$ cat config.mk
export PLATFORM = sky130hd
export DESIGN_NAME = qpil_top
export DESIGN_NICKNAME = d
export VERILOG_FILES = /design/src/qpil_pkg.sv /design/src/qpil_top.sv
export VERILOG_INCLUDE_DIRS = /design/src
export SDC_FILE = /design/constraint.sdc
export NUM_CORES = 1
export LEC_CHECK = 0
export BUFFER_PORTS_ARGS = -buffer_cell sky130_fd_sc_hd__buf_2
export CAP_MARGIN = 20
export CORE_AREA = 2 2 123 185
export DETAILED_ROUTE_END_ITERATION = 7
export DIE_AREA = 0 0 125 187
export HOLD_SLACK_MARGIN = 0.15
export PLACE_DENSITY = 0.86
export SETUP_SLACK_MARGIN = 0.05
export SLEW_MARGIN = 20
export SYNTH_ARGS = -nofsm -noshare
export SYNTH_HDL_FRONTEND = slang
export SYNTH_SLANG_ARGS = --single-unit
$ cat constraint.sdc
create_clock -name clk_sys -period 3.4 [get_ports clk_sys]
set_input_delay 0.68 -clock clk_sys [delete_from_list [all_inputs] [get_ports clk_sys]]
set_output_delay 0.68 -clock clk_sys [all_outputs]
set_load 0.05 [all_outputs]
$ cat src/qpil_cfg.svh
`ifndef QPIL_CFG_SVH
`define QPIL_CFG_SVH
// Byte offsets on the register bus
`define QPIL_OFS_CTRL 12'h000
`define QPIL_OFS_STAT 12'h004
`define QPIL_OFS_TMRH 12'h008
`define QPIL_OFS_TMRL 12'h00C
`define QPIL_OFS_POSH 12'h010
`define QPIL_OFS_POSL 12'h014
`define QPIL_OFS_INIT 12'h018
`define QPIL_OFS_GEC 12'h01C
// Control word field positions
`define QPIL_CTL_ENABLE 15
`define QPIL_CTL_SIDL 13
`define QPIL_CTL_MODE_LO 10
`define QPIL_CTL_MATCHB 9
`define QPIL_CTL_MATCHA 8
`define QPIL_CTL_CCM_LO 0
`define QPIL_CTL_SWAP 2
`define QPIL_CTL_POLA 3
`define QPIL_CTL_POLB 4
`define QPIL_CTL_WMASK 16'hBF1F
`define QPIL_CTL_RESET 16'h0000
// Status word field positions
`define QPIL_ST_HOMEIE 2
`define QPIL_ST_IDXFLAG 1
`define QPIL_ST_IDXIE 0
`define QPIL_ST_HOMEFLAG 3
`define QPIL_TMR_RESET 16'h0000
`endif

$ cat src/qpil_pkg.sv
package qpil_pkg;
    typedef enum logic [2:0] {
        QPIL_INIT_NONE,
        QPIL_INIT_CLR_EVERY,
        QPIL_INIT_LOAD_NEXT,
        QPIL_INIT_LOAD_HOME1,
        QPIL_INIT_LOAD_HOME2,
        QPIL_INIT_CLR_GEC,
        QPIL_INIT_MODULO,
        QPIL_INIT_RSVD
    } qpil_init_mode_t;

    typedef struct packed {
        logic phaseA;
        logic phaseB;
        logic index;
        logic home;
    } qpil_enc_t;

    typedef enum logic [1:0] {
        QPIL_SEQ_WAIT_HOME,
        QPIL_SEQ_WAIT_FIRST,
        QPIL_SEQ_WAIT_SECOND
    } qpil_seq_t;
endpackage

$ cat src/qpil_top.sv
// Register access over AHB-Lite and the address map were left to the implementer.
`include "qpil_cfg.svh"

// Notes on behaviour
// - Mode 110 gives modulo counting
// - Mode 101 clears count at compare
// - Mode 100 loads on second post-home index
// - Mode 011 loads on first post-home index
// - Mode 010 loads on next index only
// - Mode 001 clears on every index
// - Mode 000 index leaves count alone outside quadrature mode
// - Bit 9 sets phase B match level
// - Bit 8 sets phase A match level
// - Control bit 7 reads zero
// - Timer counter modes ignore init mode, except for the home flag of modes 011/100
// - Quadrature mode index match clears count, unless a load in mode 010/011/100 fires
// - Swap and polarity before match
// - Status bit 2 home interrupt enable
// - Status bit 1 index event flag
// - Status bit 0 index interrupt enable
// - Home flag only in modes 011/100
// - Timer high word via high register
// - Timer low word, both reset zero
// - Disabled counters stop, registers stay accessible
// - Stop-in-idle halts module in idle
module qpil_top (
    // Clock and reset
    input wire logic clk_sys,
    input wire logic rst_n,
    // AHB-Lite slave
    input wire logic hsel,
    input wire logic [11:0] haddr,
    input wire logic [1:0] htrans,
    input wire logic hwrite,
    input wire logic [2:0] hsize,
    input wire logic [31:0] hwdata,
    input wire logic hready,
    output logic [31:0] hrdata,
    output logic hreadyout,
    output logic hresp,
    // Encoder and system
    input wire qpil_pkg::qpil_enc_t encIn,
    input wire logic deviceIdle,
    // Position out
    output logic [31:0] positionCount
);
    // Bus address phase capture
    logic wrPend;
    logic [11:0] wrAddr;
    wire logic addrPhase = hsel && hready && htrans[1];

    always_ff @(posedge clk_sys or negedge rst_n) begin
        if (!rst_n) begin
            wrPend <= 1'b0;
            wrAddr <= 12'h000;
        end else begin
            wrPend <= addrPhase && hwrite;
            if (addrPhase) begin
                wrAddr <= haddr;
            end
        end
    end

    assign hreadyout = 1'b1;
    assign hresp = 1'b0;

    wire logic wrCtrl = wrPend && (wrAddr == `QPIL_OFS_CTRL);
    wire logic wrStat = wrPend && (wrAddr == `QPIL_OFS_STAT);
    wire logic wrTmrH = wrPend && (wrAddr == `QPIL_OFS_TMRH);
    wire logic wrTmrL = wrPend && (wrAddr == `QPIL_OFS_TMRL);
    wire logic wrPosH = wrPend && (wrAddr == `QPIL_OFS_POSH);
    wire logic wrPosL = wrPend && (wrAddr == `QPIL_OFS_POSL);
    wire logic wrInit = wrPend && (wrAddr == `QPIL_OFS_INIT);
    wire logic wrGec = wrPend && (wrAddr == `QPIL_OFS_GEC);

    // Registers
    logic [15:0] ctrl;
    logic homeIe;
    logic idxIe;
    logic idxFlag;
    logic homeFlag;
    logic [31:0] intervalTimer;
    logic [31:0] initValue;
    logic [31:0] gecValue;

    wire logic [2:0] modeBits = ctrl[`QPIL_CTL_MODE_LO +: 3];
    wire qpil_pkg::qpil_init_mode_t initMode = qpil_pkg::qpil_init_mode_t'(modeBits);
    wire logic [1:0] counterMode = ctrl[`QPIL_CTL_CCM_LO +: 2];
    wire logic matchB = ctrl[`QPIL_CTL_MATCHB];
    wire logic matchA = ctrl[`QPIL_CTL_MATCHA];
    wire logic swapAB = ctrl[`QPIL_CTL_SWAP];
    wire logic polA = ctrl[`QPIL_CTL_POLA];
    wire logic polB = ctrl[`QPIL_CTL_POLB];

    // Module runs only when enabled and not held off in idle
    wire logic running = ctrl[`QPIL_CTL_ENABLE]
        && !(ctrl[`QPIL_CTL_SIDL] && deviceIdle);
    wire logic timerMode = counterMode[1];
    wire logic quadMode = (counterMode == 2'b00);

    // Phase conditioning ahead of the match
    wire logic swA = swapAB ? encIn.phaseB : encIn.phaseA;
    wire logic swB = swapAB ? encIn.phaseA : encIn.phaseB;
    wire logic phA = swA ^ polA;
    wire logic phB = swB ^ polB;

    // Index taken on its rising edge, qualified by phase match
    logic [3:0] histPrev;
    wire logic idxPrev = histPrev[3];
    wire logic homePrev = histPrev[2];
    wire logic phAPrev = histPrev[1];
    wire logic phBPrev = histPrev[0];
    wire logic phaseMatch = (phA == matchA) && (phB == matchB);
    wire logic idxEvent = running && encIn.index && !idxPrev && phaseMatch;
    wire logic homeEvent = running && encIn.home && !homePrev;

    // Quadrature decode: x4 counting
    wire logic stepA = phA ^ phAPrev;
    wire logic stepB = phB ^ phBPrev;
    wire logic countUp = (stepA && (phA != phB)) || (stepB && (phA == phB));
    wire logic countDn = (stepA && (phA == phB)) || (stepB && (phA != phB));
    wire logic quadStep = running && quadMode && (stepA ^ stepB);

    // Home then index sequencing
    qpil_pkg::qpil_seq_t seqState;
    qpil_pkg::qpil_seq_t next_seqState;
    logic loadNextDone;
    wire logic firstSeen = (seqState == qpil_pkg::QPIL_SEQ_WAIT_SECOND);
    wire logic armed = (seqState == qpil_pkg::QPIL_SEQ_WAIT_FIRST) || firstSeen;
    wire logic homeMode = (initMode == qpil_pkg::QPIL_INIT_LOAD_HOME1)
        || (initMode == qpil_pkg::QPIL_INIT_LOAD_HOME2);
    wire logic idxInit = idxEvent && !timerMode;

    wire logic doClrIdx = idxInit && (quadMode
        || (initMode == qpil_pkg::QPIL_INIT_CLR_EVERY));
    wire logic doLoadNext = idxInit && !loadNextDone
        && (initMode == qpil_pkg::QPIL_INIT_LOAD_NEXT);
    wire logic doLoadH1 = idxInit && armed
        && (initMode == qpil_pkg::QPIL_INIT_LOAD_HOME1);
    wire logic doLoadH2 = idxInit && armed && firstSeen
        && (initMode == qpil_pkg::QPIL_INIT_LOAD_HOME2);
    wire logic doLoad = doLoadNext || doLoadH1 || doLoadH2;
    wire logic atGec = !timerMode && (positionCount == gecValue)
        && (initMode == qpil_pkg::QPIL_INIT_CLR_GEC);
    wire logic modulo = !timerMode
        && (initMode == qpil_pkg::QPIL_INIT_MODULO);
    // Modes 000 and 111 produce no index action above outside quadrature mode

    logic [31:0] next_position;
    always_comb begin
        next_position = positionCount;
        if (quadStep && countUp) begin
            if (modulo && positionCount == gecValue) begin
                next_position = initValue;
            end else begin
                next_position = positionCount + 32'h0000_0001;
            end
        end else if (quadStep && countDn) begin
            if (modulo && positionCount == initValue) begin
                next_position = gecValue;
            end else begin
                next_position = positionCount - 32'h0000_0001;
            end
        end
        if (running && atGec) begin
            next_position = 32'h0000_0000;
        end
        if (doLoad) begin
            next_position = initValue;
        end else if (doClrIdx) begin
            next_position = 32'h0000_0000;
        end
        if (wrPosH) begin
            next_position = {hwdata[15:0], positionCount[15:0]};
        end
        if (wrPosL) begin
            next_position = {positionCount[31:16], hwdata[15:0]};
        end
    end

    always_ff @(posedge clk_sys or negedge rst_n) begin
        if (!rst_n) begin
            positionCount <= 32'h0000_0000;
        end else begin
            positionCount <= next_position;
        end
    end

    // Last cycle's inputs, for edge and step detection
    qpil_delay #(
        .WIDTH(4)
    ) qpil_delay_i (
        .clk_sys(clk_sys),
        .rst_n(rst_n),
        .din({encIn.index, encIn.home, phA, phB}),
        .dout(histPrev)
    );

    // Sequencer: home arms, index loads; any control word write restarts it
    always_comb begin
        next_seqState = seqState;
        case (seqState)
            qpil_pkg::QPIL_SEQ_WAIT_HOME: begin
                if (homeEvent && homeMode) begin
                    next_seqState = qpil_pkg::QPIL_SEQ_WAIT_FIRST;
                end
            end
            qpil_pkg::QPIL_SEQ_WAIT_FIRST: begin
                if (homeEvent && homeMode) begin
                    next_seqState = qpil_pkg::QPIL_SEQ_WAIT_FIRST;
                end else if (doLoadH1) begin
                    next_seqState = qpil_pkg::QPIL_SEQ_WAIT_HOME;
                end else if (idxInit) begin
                    next_seqState = qpil_pkg::QPIL_SEQ_WAIT_SECOND;
                end
            end
            qpil_pkg::QPIL_SEQ_WAIT_SECOND: begin
                if (homeEvent && homeMode) begin
                    next_seqState = qpil_pkg::QPIL_SEQ_WAIT_FIRST;
                end else if (doLoadH1 || doLoadH2) begin
                    next_seqState = qpil_pkg::QPIL_SEQ_WAIT_HOME;
                end
            end
            default: begin
                next_seqState = qpil_pkg::QPIL_SEQ_WAIT_HOME;
            end
        endcase
        if (wrCtrl) begin
            next_seqState = qpil_pkg::QPIL_SEQ_WAIT_HOME;
        end
    end

    always_ff @(posedge clk_sys or negedge rst_n) begin
        if (!rst_n) begin
            seqState <= qpil_pkg::QPIL_SEQ_WAIT_HOME;
        end else begin
            seqState <= next_seqState;
        end
    end

    // One-shot of the next-index load; any control word write rearms it
    always_ff @(posedge clk_sys or negedge rst_n) begin
        if (!rst_n) begin
            loadNextDone <= 1'b0;
        end else if (wrCtrl) begin
            loadNextDone <= 1'b0;
        end else if (doLoadNext) begin
            loadNextDone <= 1'b1;
        end
    end

    // Control word; unimplemented bits, bit 7 among them, hold zero
    always_ff @(posedge clk_sys or negedge rst_n) begin
        if (!rst_n) begin
            ctrl <= `QPIL_CTL_RESET;
        end else if (wrCtrl) begin
            ctrl <= hwdata[15:0] & `QPIL_CTL_WMASK;
        end
    end

    // Status: flags cleared by writing zero; an event in the same cycle wins
    wire logic idxClr = wrStat && !hwdata[`QPIL_ST_IDXFLAG];
    wire logic homeClr = wrStat && !hwdata[`QPIL_ST_HOMEFLAG];
    wire logic homeSet = homeEvent && homeMode;

    always_ff @(posedge clk_sys or negedge rst_n) begin
        if (!rst_n) begin
            homeIe <= 1'b0;
            idxIe <= 1'b0;
        end else if (wrStat) begin
            homeIe <= hwdata[`QPIL_ST_HOMEIE];
            idxIe <= hwdata[`QPIL_ST_IDXIE];
        end
    end

    always_ff @(posedge clk_sys or negedge rst_n) begin
        if (!rst_n) begin
            idxFlag <= 1'b0;
        end else if (idxEvent) begin
            idxFlag <= 1'b1;
        end else if (idxClr) begin
            idxFlag <= 1'b0;
        end
    end

    always_ff @(posedge clk_sys or negedge rst_n) begin
        if (!rst_n) begin
            homeFlag <= 1'b0;
        end else if (homeSet) begin
            homeFlag <= 1'b1;
        end else if (homeClr) begin
            homeFlag <= 1'b0;
        end
    end

    // Interval timer counts clocks while running
    always_ff @(posedge clk_sys or negedge rst_n) begin
        if (!rst_n) begin
            intervalTimer <= {`QPIL_TMR_RESET, `QPIL_TMR_RESET};
        end else if (wrTmrH) begin
            intervalTimer <= {hwdata[15:0], intervalTimer[15:0]};
        end else if (wrTmrL) begin
            intervalTimer <= {intervalTimer[31:16], hwdata[15:0]};
        end else if (running) begin
            intervalTimer <= intervalTimer + 32'h0000_0001;
        end
    end

    always_ff @(posedge clk_sys or negedge rst_n) begin
        if (!rst_n) begin
            initValue <= 32'h0000_0000;
        end else if (wrInit) begin
            initValue <= hwdata;
        end
    end

    always_ff @(posedge clk_sys or negedge rst_n) begin
        if (!rst_n) begin
            gecValue <= 32'h0000_0000;
        end else if (wrGec) begin
            gecValue <= hwdata;
        end
    end

    // Read data: registered in the data phase
    wire logic homeShown = homeFlag && homeMode;
    wire logic [15:0] statWord = {12'h000, homeShown, homeIe, idxFlag, idxIe};
    wire logic [31:0] ctrlWord = {16'h0000, ctrl};
    wire logic [31:0] statRead = {16'h0000, statWord};
    wire logic [31:0] tmrHWord = {16'h0000, intervalTimer[31:16]};
    wire logic [31:0] tmrLWord = {16'h0000, intervalTimer[15:0]};
    wire logic [31:0] posHWord = {16'h0000, positionCount[31:16]};
    wire logic [31:0] posLWord = {16'h0000, positionCount[15:0]};
    logic [31:0] rdMux;
    always_comb begin
        case (haddr)
            `QPIL_OFS_CTRL: rdMux = ctrlWord;
            `QPIL_OFS_STAT: rdMux = statRead;
            `QPIL_OFS_TMRH: rdMux = tmrHWord;
            `QPIL_OFS_TMRL: rdMux = tmrLWord;
            `QPIL_OFS_POSH: rdMux = posHWord;
            `QPIL_OFS_POSL: rdMux = posLWord;
            `QPIL_OFS_INIT: rdMux = initValue;
            `QPIL_OFS_GEC: rdMux = gecValue;
            default: rdMux = 32'h0000_0000;
        endcase
    end

    always_ff @(posedge clk_sys or negedge rst_n) begin
        if (!rst_n) begin
            hrdata <= 32'h0000_0000;
        end else if (addrPhase && !hwrite) begin
            hrdata <= rdMux;
        end
    end
endmodule

// One-cycle delay line behind the edge and step detectors
module qpil_delay #(
    parameter int WIDTH = 1
) (
    // Clock and reset
    input wire logic clk_sys,
    input wire logic rst_n,
    // Data
    input wire logic [WIDTH-1:0] din,
    output logic [WIDTH-1:0] dout
);
    always_ff @(posedge clk_sys or negedge rst_n) begin
        if (!rst_n) begin
            dout <= '0;
        end else begin
            dout <= din;
        end
    end
endmodule

Word-level counts from Yosys, hierarchy flattened

Cells that the tools add are included.

Multiplexer cells: 29
Bitwise gates (word level): 7
Add/subtract/negate cells: 3
Reductions and logical operators: 78
Equality and inequality tests: 33

Operators with widths:

| kind                  | number |
|---|---|
| $mux 32               | 11 |
| $pmux 32 s8           | 1 |
| $eq 12x5->1 const B   | 8 |
| $add 32x1->32 const B | 2 |
| $eq 32x32->1          | 2 |
| $eq 12x4->1 const B   | 4 |
| $logic_and 1x1->1     | 46 |
| $sub 32x1->32 const B | 1 |
| $eq 12x3->1 const B   | 2 |
| $logic_not 12->1      | 2 |
| $mux 16               | 1 |
| $mux 2                | 7 |
| $reduce_bool 6->1     | 2 |
| $reduce_bool 2->1     | 5 |
| $eq 3x3->1 const B    | 3 |
| $logic_not 1->1       | 8 |
| $logic_or 1x1->1      | 8 |
| $mux 1                | 8 |
| $reduce_and 2->1      | 4 |
| $eq 3x2->1 const B    | 2 |
| $pmux 2 s3            | 1 |
| $ne 5x5->1 const B    | 1 |
| $xor 1x1->1           | 5 |
| $logic_not 2->1       | 2 |
| other kinds (11)      | 14 |

Register bits after elaboration: 196
Output and inout port bits: 66
Logic and storage cells: 167

Logic depth before layout (Yosys ltp)

Word-level depth: 15
Mapped depth: 11

By module

From an unflattened synthesis, not the netlist that was laid out.

Cell total of the unflattened synthesis: 1,315
Area total of the unflattened synthesis: 12,605.8 um2

By module, submodules not included:

| module     | area each (um2) | instances | sequential area each (um2) | cells each |
|---|---|---|---|---|
| qpil_top   | 12,505.7        | 1         | 4,804.6                    | 1,311 |
| qpil_delay | 100.1           | 1         | 100.1                      | 4 |

Least setup slack after synthesis

Ideal clock, no wire load.

Path type: register -> register
Start point: register positionCount[0]
End point: register positionCount[6]
Clock period less this slack: 2,987 ps
Data arrival time: 2,853 ps
Stages on the path, launching flop included: 11
Path buffers: 3
Setup slack: 413 ps
Library setup time: 134 ps
Cells stage by stage: dfrtp_1 -> buf_2 -> xor2_1 -> nor4_1 -> nand4_1 -> or3_1 -> buf_2 -> a31o_2 -> buf_6 -> a222oi_1 -> o21ai_1

Cells in the longest elaborated chain, start to end: 10

Ends and longest elaborated chain:

| what                                                   | line            | source |
|---|---|---|
| start, declared                                        | qpil_top.sv:45  | `output logic [31:0] positionCount` |
| start signal, assigned                                 | qpil_top.sv:185 | `positionCount <= next_position;` |
| branches (longest 10 deep; another with $sub 32x1->32) | n/a             |  |

Several ways; the timed one is not identified. The select of a mux whose other input is x is not followed.
A chain may end at the register's enable or synchronous reset.

Final worst setup path

Start point: register positionCount[10]
End point: register positionCount[4]

Cells in the longest elaborated chain, start to end: 10

Ends and longest elaborated chain:

| what              | line            | source |
|---|---|---|
| $eq 32x32->1      | qpil_top.sv:159 | `if (modulo && positionCount == initValue) begin` |
| $logic_and 1x1->1 | qpil_top.sv:159 |  |
| $mux 32           | qpil_top.sv:159 |  |
| $mux 32           | qpil_top.sv:158 | `end else if (quadStep && countDn) begin` |
| $mux 32           | qpil_top.sv:152 | `if (quadStep && countUp) begin` |
| $mux 32           | qpil_top.sv:165 | `if (running && atGec) begin` |
| $mux 32           | qpil_top.sv:170 | `end else if (doClrIdx) begin` |
| $mux 32           | qpil_top.sv:168 | `if (doLoad) begin` |
| $mux 32           | qpil_top.sv:173 | `if (wrPosH) begin` |
| $mux 16           | qpil_top.sv:176 | `if (wrPosL) begin` |

Several ways; a longest one is shown, not always the timed one. The select of a mux whose other input is x is not followed.

==> impl_metrics.toml <==
[sta]
grt_setup_unrepaired = "false"
slew_viol_final = 0
tightest_slew_ns = 0.924
hold_viol = 0
hold_ws_ns = 0.157
fin_ws_ns = 0.283
period_share = 0.917
tns_ns = 0
fmax_ghz = 0.321
slew-limit-headroom = 0.384
period_minus_slack_ns = 3.12
fin_skew_ns = 0.0125
setup_viol = 0

[synth]
synth-seq-cells = 196
synth.distinct_cells = 76
yosysSeqAreaShare = 0.379
synth_warnings = 0
syn_area_per_cell_um2 = 9.44
synth_area_um2 = 12900
synth_nets = 1436
synth_enable_flop_cells = 0
ys_async_sr_fraction = 1.00
syn_inst = 1370
ys.flop_type = "dfrtp_1"

[floorplan]
die_w_um = 125
start_util = 0.589
design.die.area_um2 = 23400
io_pins = 125
die_y_um = 187
rows = 67
core-area_um2 = 22000

[global_routing]
grt_antenna_before_repair = 5
overflow = 0
grt_pass1_vias = 13000
grt_max_degree = 91
grt_usage = 0.466
grt_pass1_wl_mm = 80.9

[clock_tree]
clockRootBuffer = "clkbuf_16"
cts_buffer_depth = 2
cts_buffers = 17
clk_latency_ns = 0.45
cts_setup_buffers = 0
htree_levels = 4
ctsHoldBuffers = 0
cts_tree = "built"
ctsResizeCount = 0
numClockSinks = 196
cts.clk_slew.worst_paths_ns = 0.08

[detailed_routing]
wl_per_cell_um = 30.6
drt_iter0_drc = 1497
drt-pass1-iter-count = 6
drc = 0
ant_nets = 0
vias = 13000
avgViaCountPerCell = 7.20
routed_wl_mm = 55.3

[finish]
fillers = 1747
stdcell_area_um2 = 15000
fin_nets = 1583
area_growth_pct = 16.0
drive_above_1_share = 0.262

[placed_design]
preCtsSetupSlack_ns = 0.326
placed_area_um2 = 14400
port_buffers = 118
finalWeightedCongestion = 1.07
dpl.hpwl_mm = 41.3

[critical_path]
crit_chain = "xor2_1, nor4_1, nand4_1, or3_1, a31o_2, a222oi_1, o21ai_0"
worstSetupPathType = "reg -> reg"
cp-start-kind = "flip-flop"
critPathMaxStageDelay_ns = 0.63
end_kind = "flip-flop"
worstPathMaxFanout = 10
arrival_ns = 3.43
crit_slowest_cell = "dfrtp_1"
r2r_cells = 7
worstPathRequired_ns = 3.71

[outcome]
status = "finished clean"

[job]
cap_violations = 0

[power]
p_per_area_nw_per_um2 = 573
p_comb_frac = 0.421
internal_power_mw = 4.90
p_leak_nw = 6.81
power.share.clock = 0.237
switching_share = 0.430
p_sw_mw = 3.70
ir_drop_mv = 0.421
pwr-share-seq = 0.343

[worst_hold_path]
hp-class = "in -> async"
==> stage by stage <==
stage          cells  power, mW  utilization
2_1_floorplan   1370       5.17            -
3_3_place_gp    1774       6.43        0.657
3_5_place_dp    1774       6.46        0.657
4_1_cts         1804       8.48        0.683
5_1_grt         1805       8.84        0.683
6_report        1807       8.60        0.683
==> placed cells by master (no fill, tap or decap), types with 11 or more instances in the layout <==
master	n
a211oi_1	28
a21o_1	23
a21oi_1	20
a221oi_1	12
a222oi_1	11
a22oi_1	50
a31oi_1	25
and3_1	11
buf_2	117
buf_4	110
clkbuf_16	17
dfrtp_1	196
inv_1	18
mux2_2	109
mux2i_1	25
nand2_1	117
nand3_1	34
nand4_1	30
nor2_1	64
nor3_1	38
nor4_1	59
o21ai_0	77
o221ai_1	11
or3_1	14
or4_1	12
xnor2_1	53
xor2_1	95
==> sequential cells by signal (all words and copies together) (netlist names), 2 cells and up <==
signal	cells
ctrl	12
gecValue	32
hrdata	32
initValue	32
intervalTimer	32
positionCount	32
qpil_delay_i.dout	4
seqState	2
wrAddr	12
==> worst paths after layout <==
path	start	endpoint	slack [ns]
max in group asynchronous	rst_n	intervalTimer[8]	2.42
setup reg to reg	positionCount[10]	positionCount[4]	0.28
min in group clk_sys	encIn[0]	qpil_delay_i.dout[2]	0.35
hold reg to reg	hrdata[26]	hrdata[26]	0.47
hold / removal	rst_n	hrdata[24]	0.16
setup / recovery	positionCount[10]	positionCount[4]	0.28
==> synth_stat cells, types with 4 or more instances <==
master / count / share of area
xor2_1: 95 / 0.064
nand4_1: 30 / 0.015
a22oi_1: 50 / 0.029
nand2_1: 117 / 0.034
a22o_1: 4 / 0.0027
o221ai_1: 11 / 0.0074
and3_1: 11 / 0.0053
and4_1: 5 / 0.0034
or3_1: 14 / 0.0068
nand2b_1: 8 / 0.0039
a221oi_1: 12 / 0.0081
o31ai_1: 9 / 0.0052
xnor2_1: 53 / 0.036
mux2i_1: 25 / 0.019
a21o_1: 23 / 0.013
buf_1: 9 / 0.0026
o22ai_1: 6 / 0.0029
nand3_1: 34 / 0.013
inv_1: 18 / 0.0052
or4_1: 12 / 0.0070
buf_4: 8 / 0.0046
and2_1: 9 / 0.0044
buf_2: 27 / 0.010
nor3_1: 39 / 0.015
mux2_2: 109 / 0.095
o21ai_0: 77 / 0.030
a211oi_1: 28 / 0.016
o21a_1: 4 / 0.0023
o211ai_1: 5 / 0.0029
ha_1: 7 / 0.0068
nor3b_1: 4 / 0.0023
nor4_1: 60 / 0.029
a21oi_1: 20 / 0.0077
a222oi_1: 11 / 0.0085
dfrtp_1: 196 / 0.38
clkbuf_1: 64 / 0.019
nor4_2: 4 / 0.0039
a31oi_1: 25 / 0.012
nor2_1: 67 / 0.019
==> layout make-up <==
type                            count  area, um^2  share of cell area
Inverter                           18        67.6             0.00450
Clock inverter                      9        92.6             0.00617
Antenna cell                        3        7.51            0.000500
Tap cell                          276         345              0.0230
Multi-Input combinational cell   1047        7500               0.500
Timing Repair Buffer              237        1610               0.107
Sequential cell                   196        4900               0.327
Clock buffer                       21         480              0.0320
==> cell families (layout without fill, tap and decap cells) <==
kind of cell               Yosys count  in the layout  synth area share
xor gates and xnor gates           151            151             0.105
adders and majority gates            7              7           0.00677
DFF                                196            196             0.379
and+or+nand+nor                    435            435             0.178
muxes                              134            134             0.114
AOI/OAI and AO/OA                  318            318             0.173
buffers and inverters              127            285            0.0424
other                                2              5          0.000581
==> critical path: cells and delay by family (launching register included) <==
kind             cells  cell delay [ns]
flip-flops           1             0.63
AO/OA/AOI/OAI        3             0.85
XOR/XNOR             1             0.16
AND/OR/NAND/NOR      3             1.34
==> layer usage <==
layer,vias to the layer above,global-route usage,part of all wire,wire (um)
met3,351,0.0975,0.090,4950
li1,5429,-,-,-
met2,954,0.764,0.47,26000
met4,4,0.412,0.11,6020
met1,6278,0.501,0.33,18100
met5,-,0.0252,0.0023,127
==> power by group through the flow <==
stage | clock network [mW] | logic [mW] | registers (mW)
floorplan | 0 | 1.96 | 3.21
global placement | 0 | 3.48 | 2.96
detailed placement | 0 | 3.50 | 2.96
CTS | 2.05 | 3.51 | 2.92
global route | 2.13 | 3.76 | 2.95
finish | 2.03 | 3.62 | 2.95
Power figures use the tool's default switching activity.
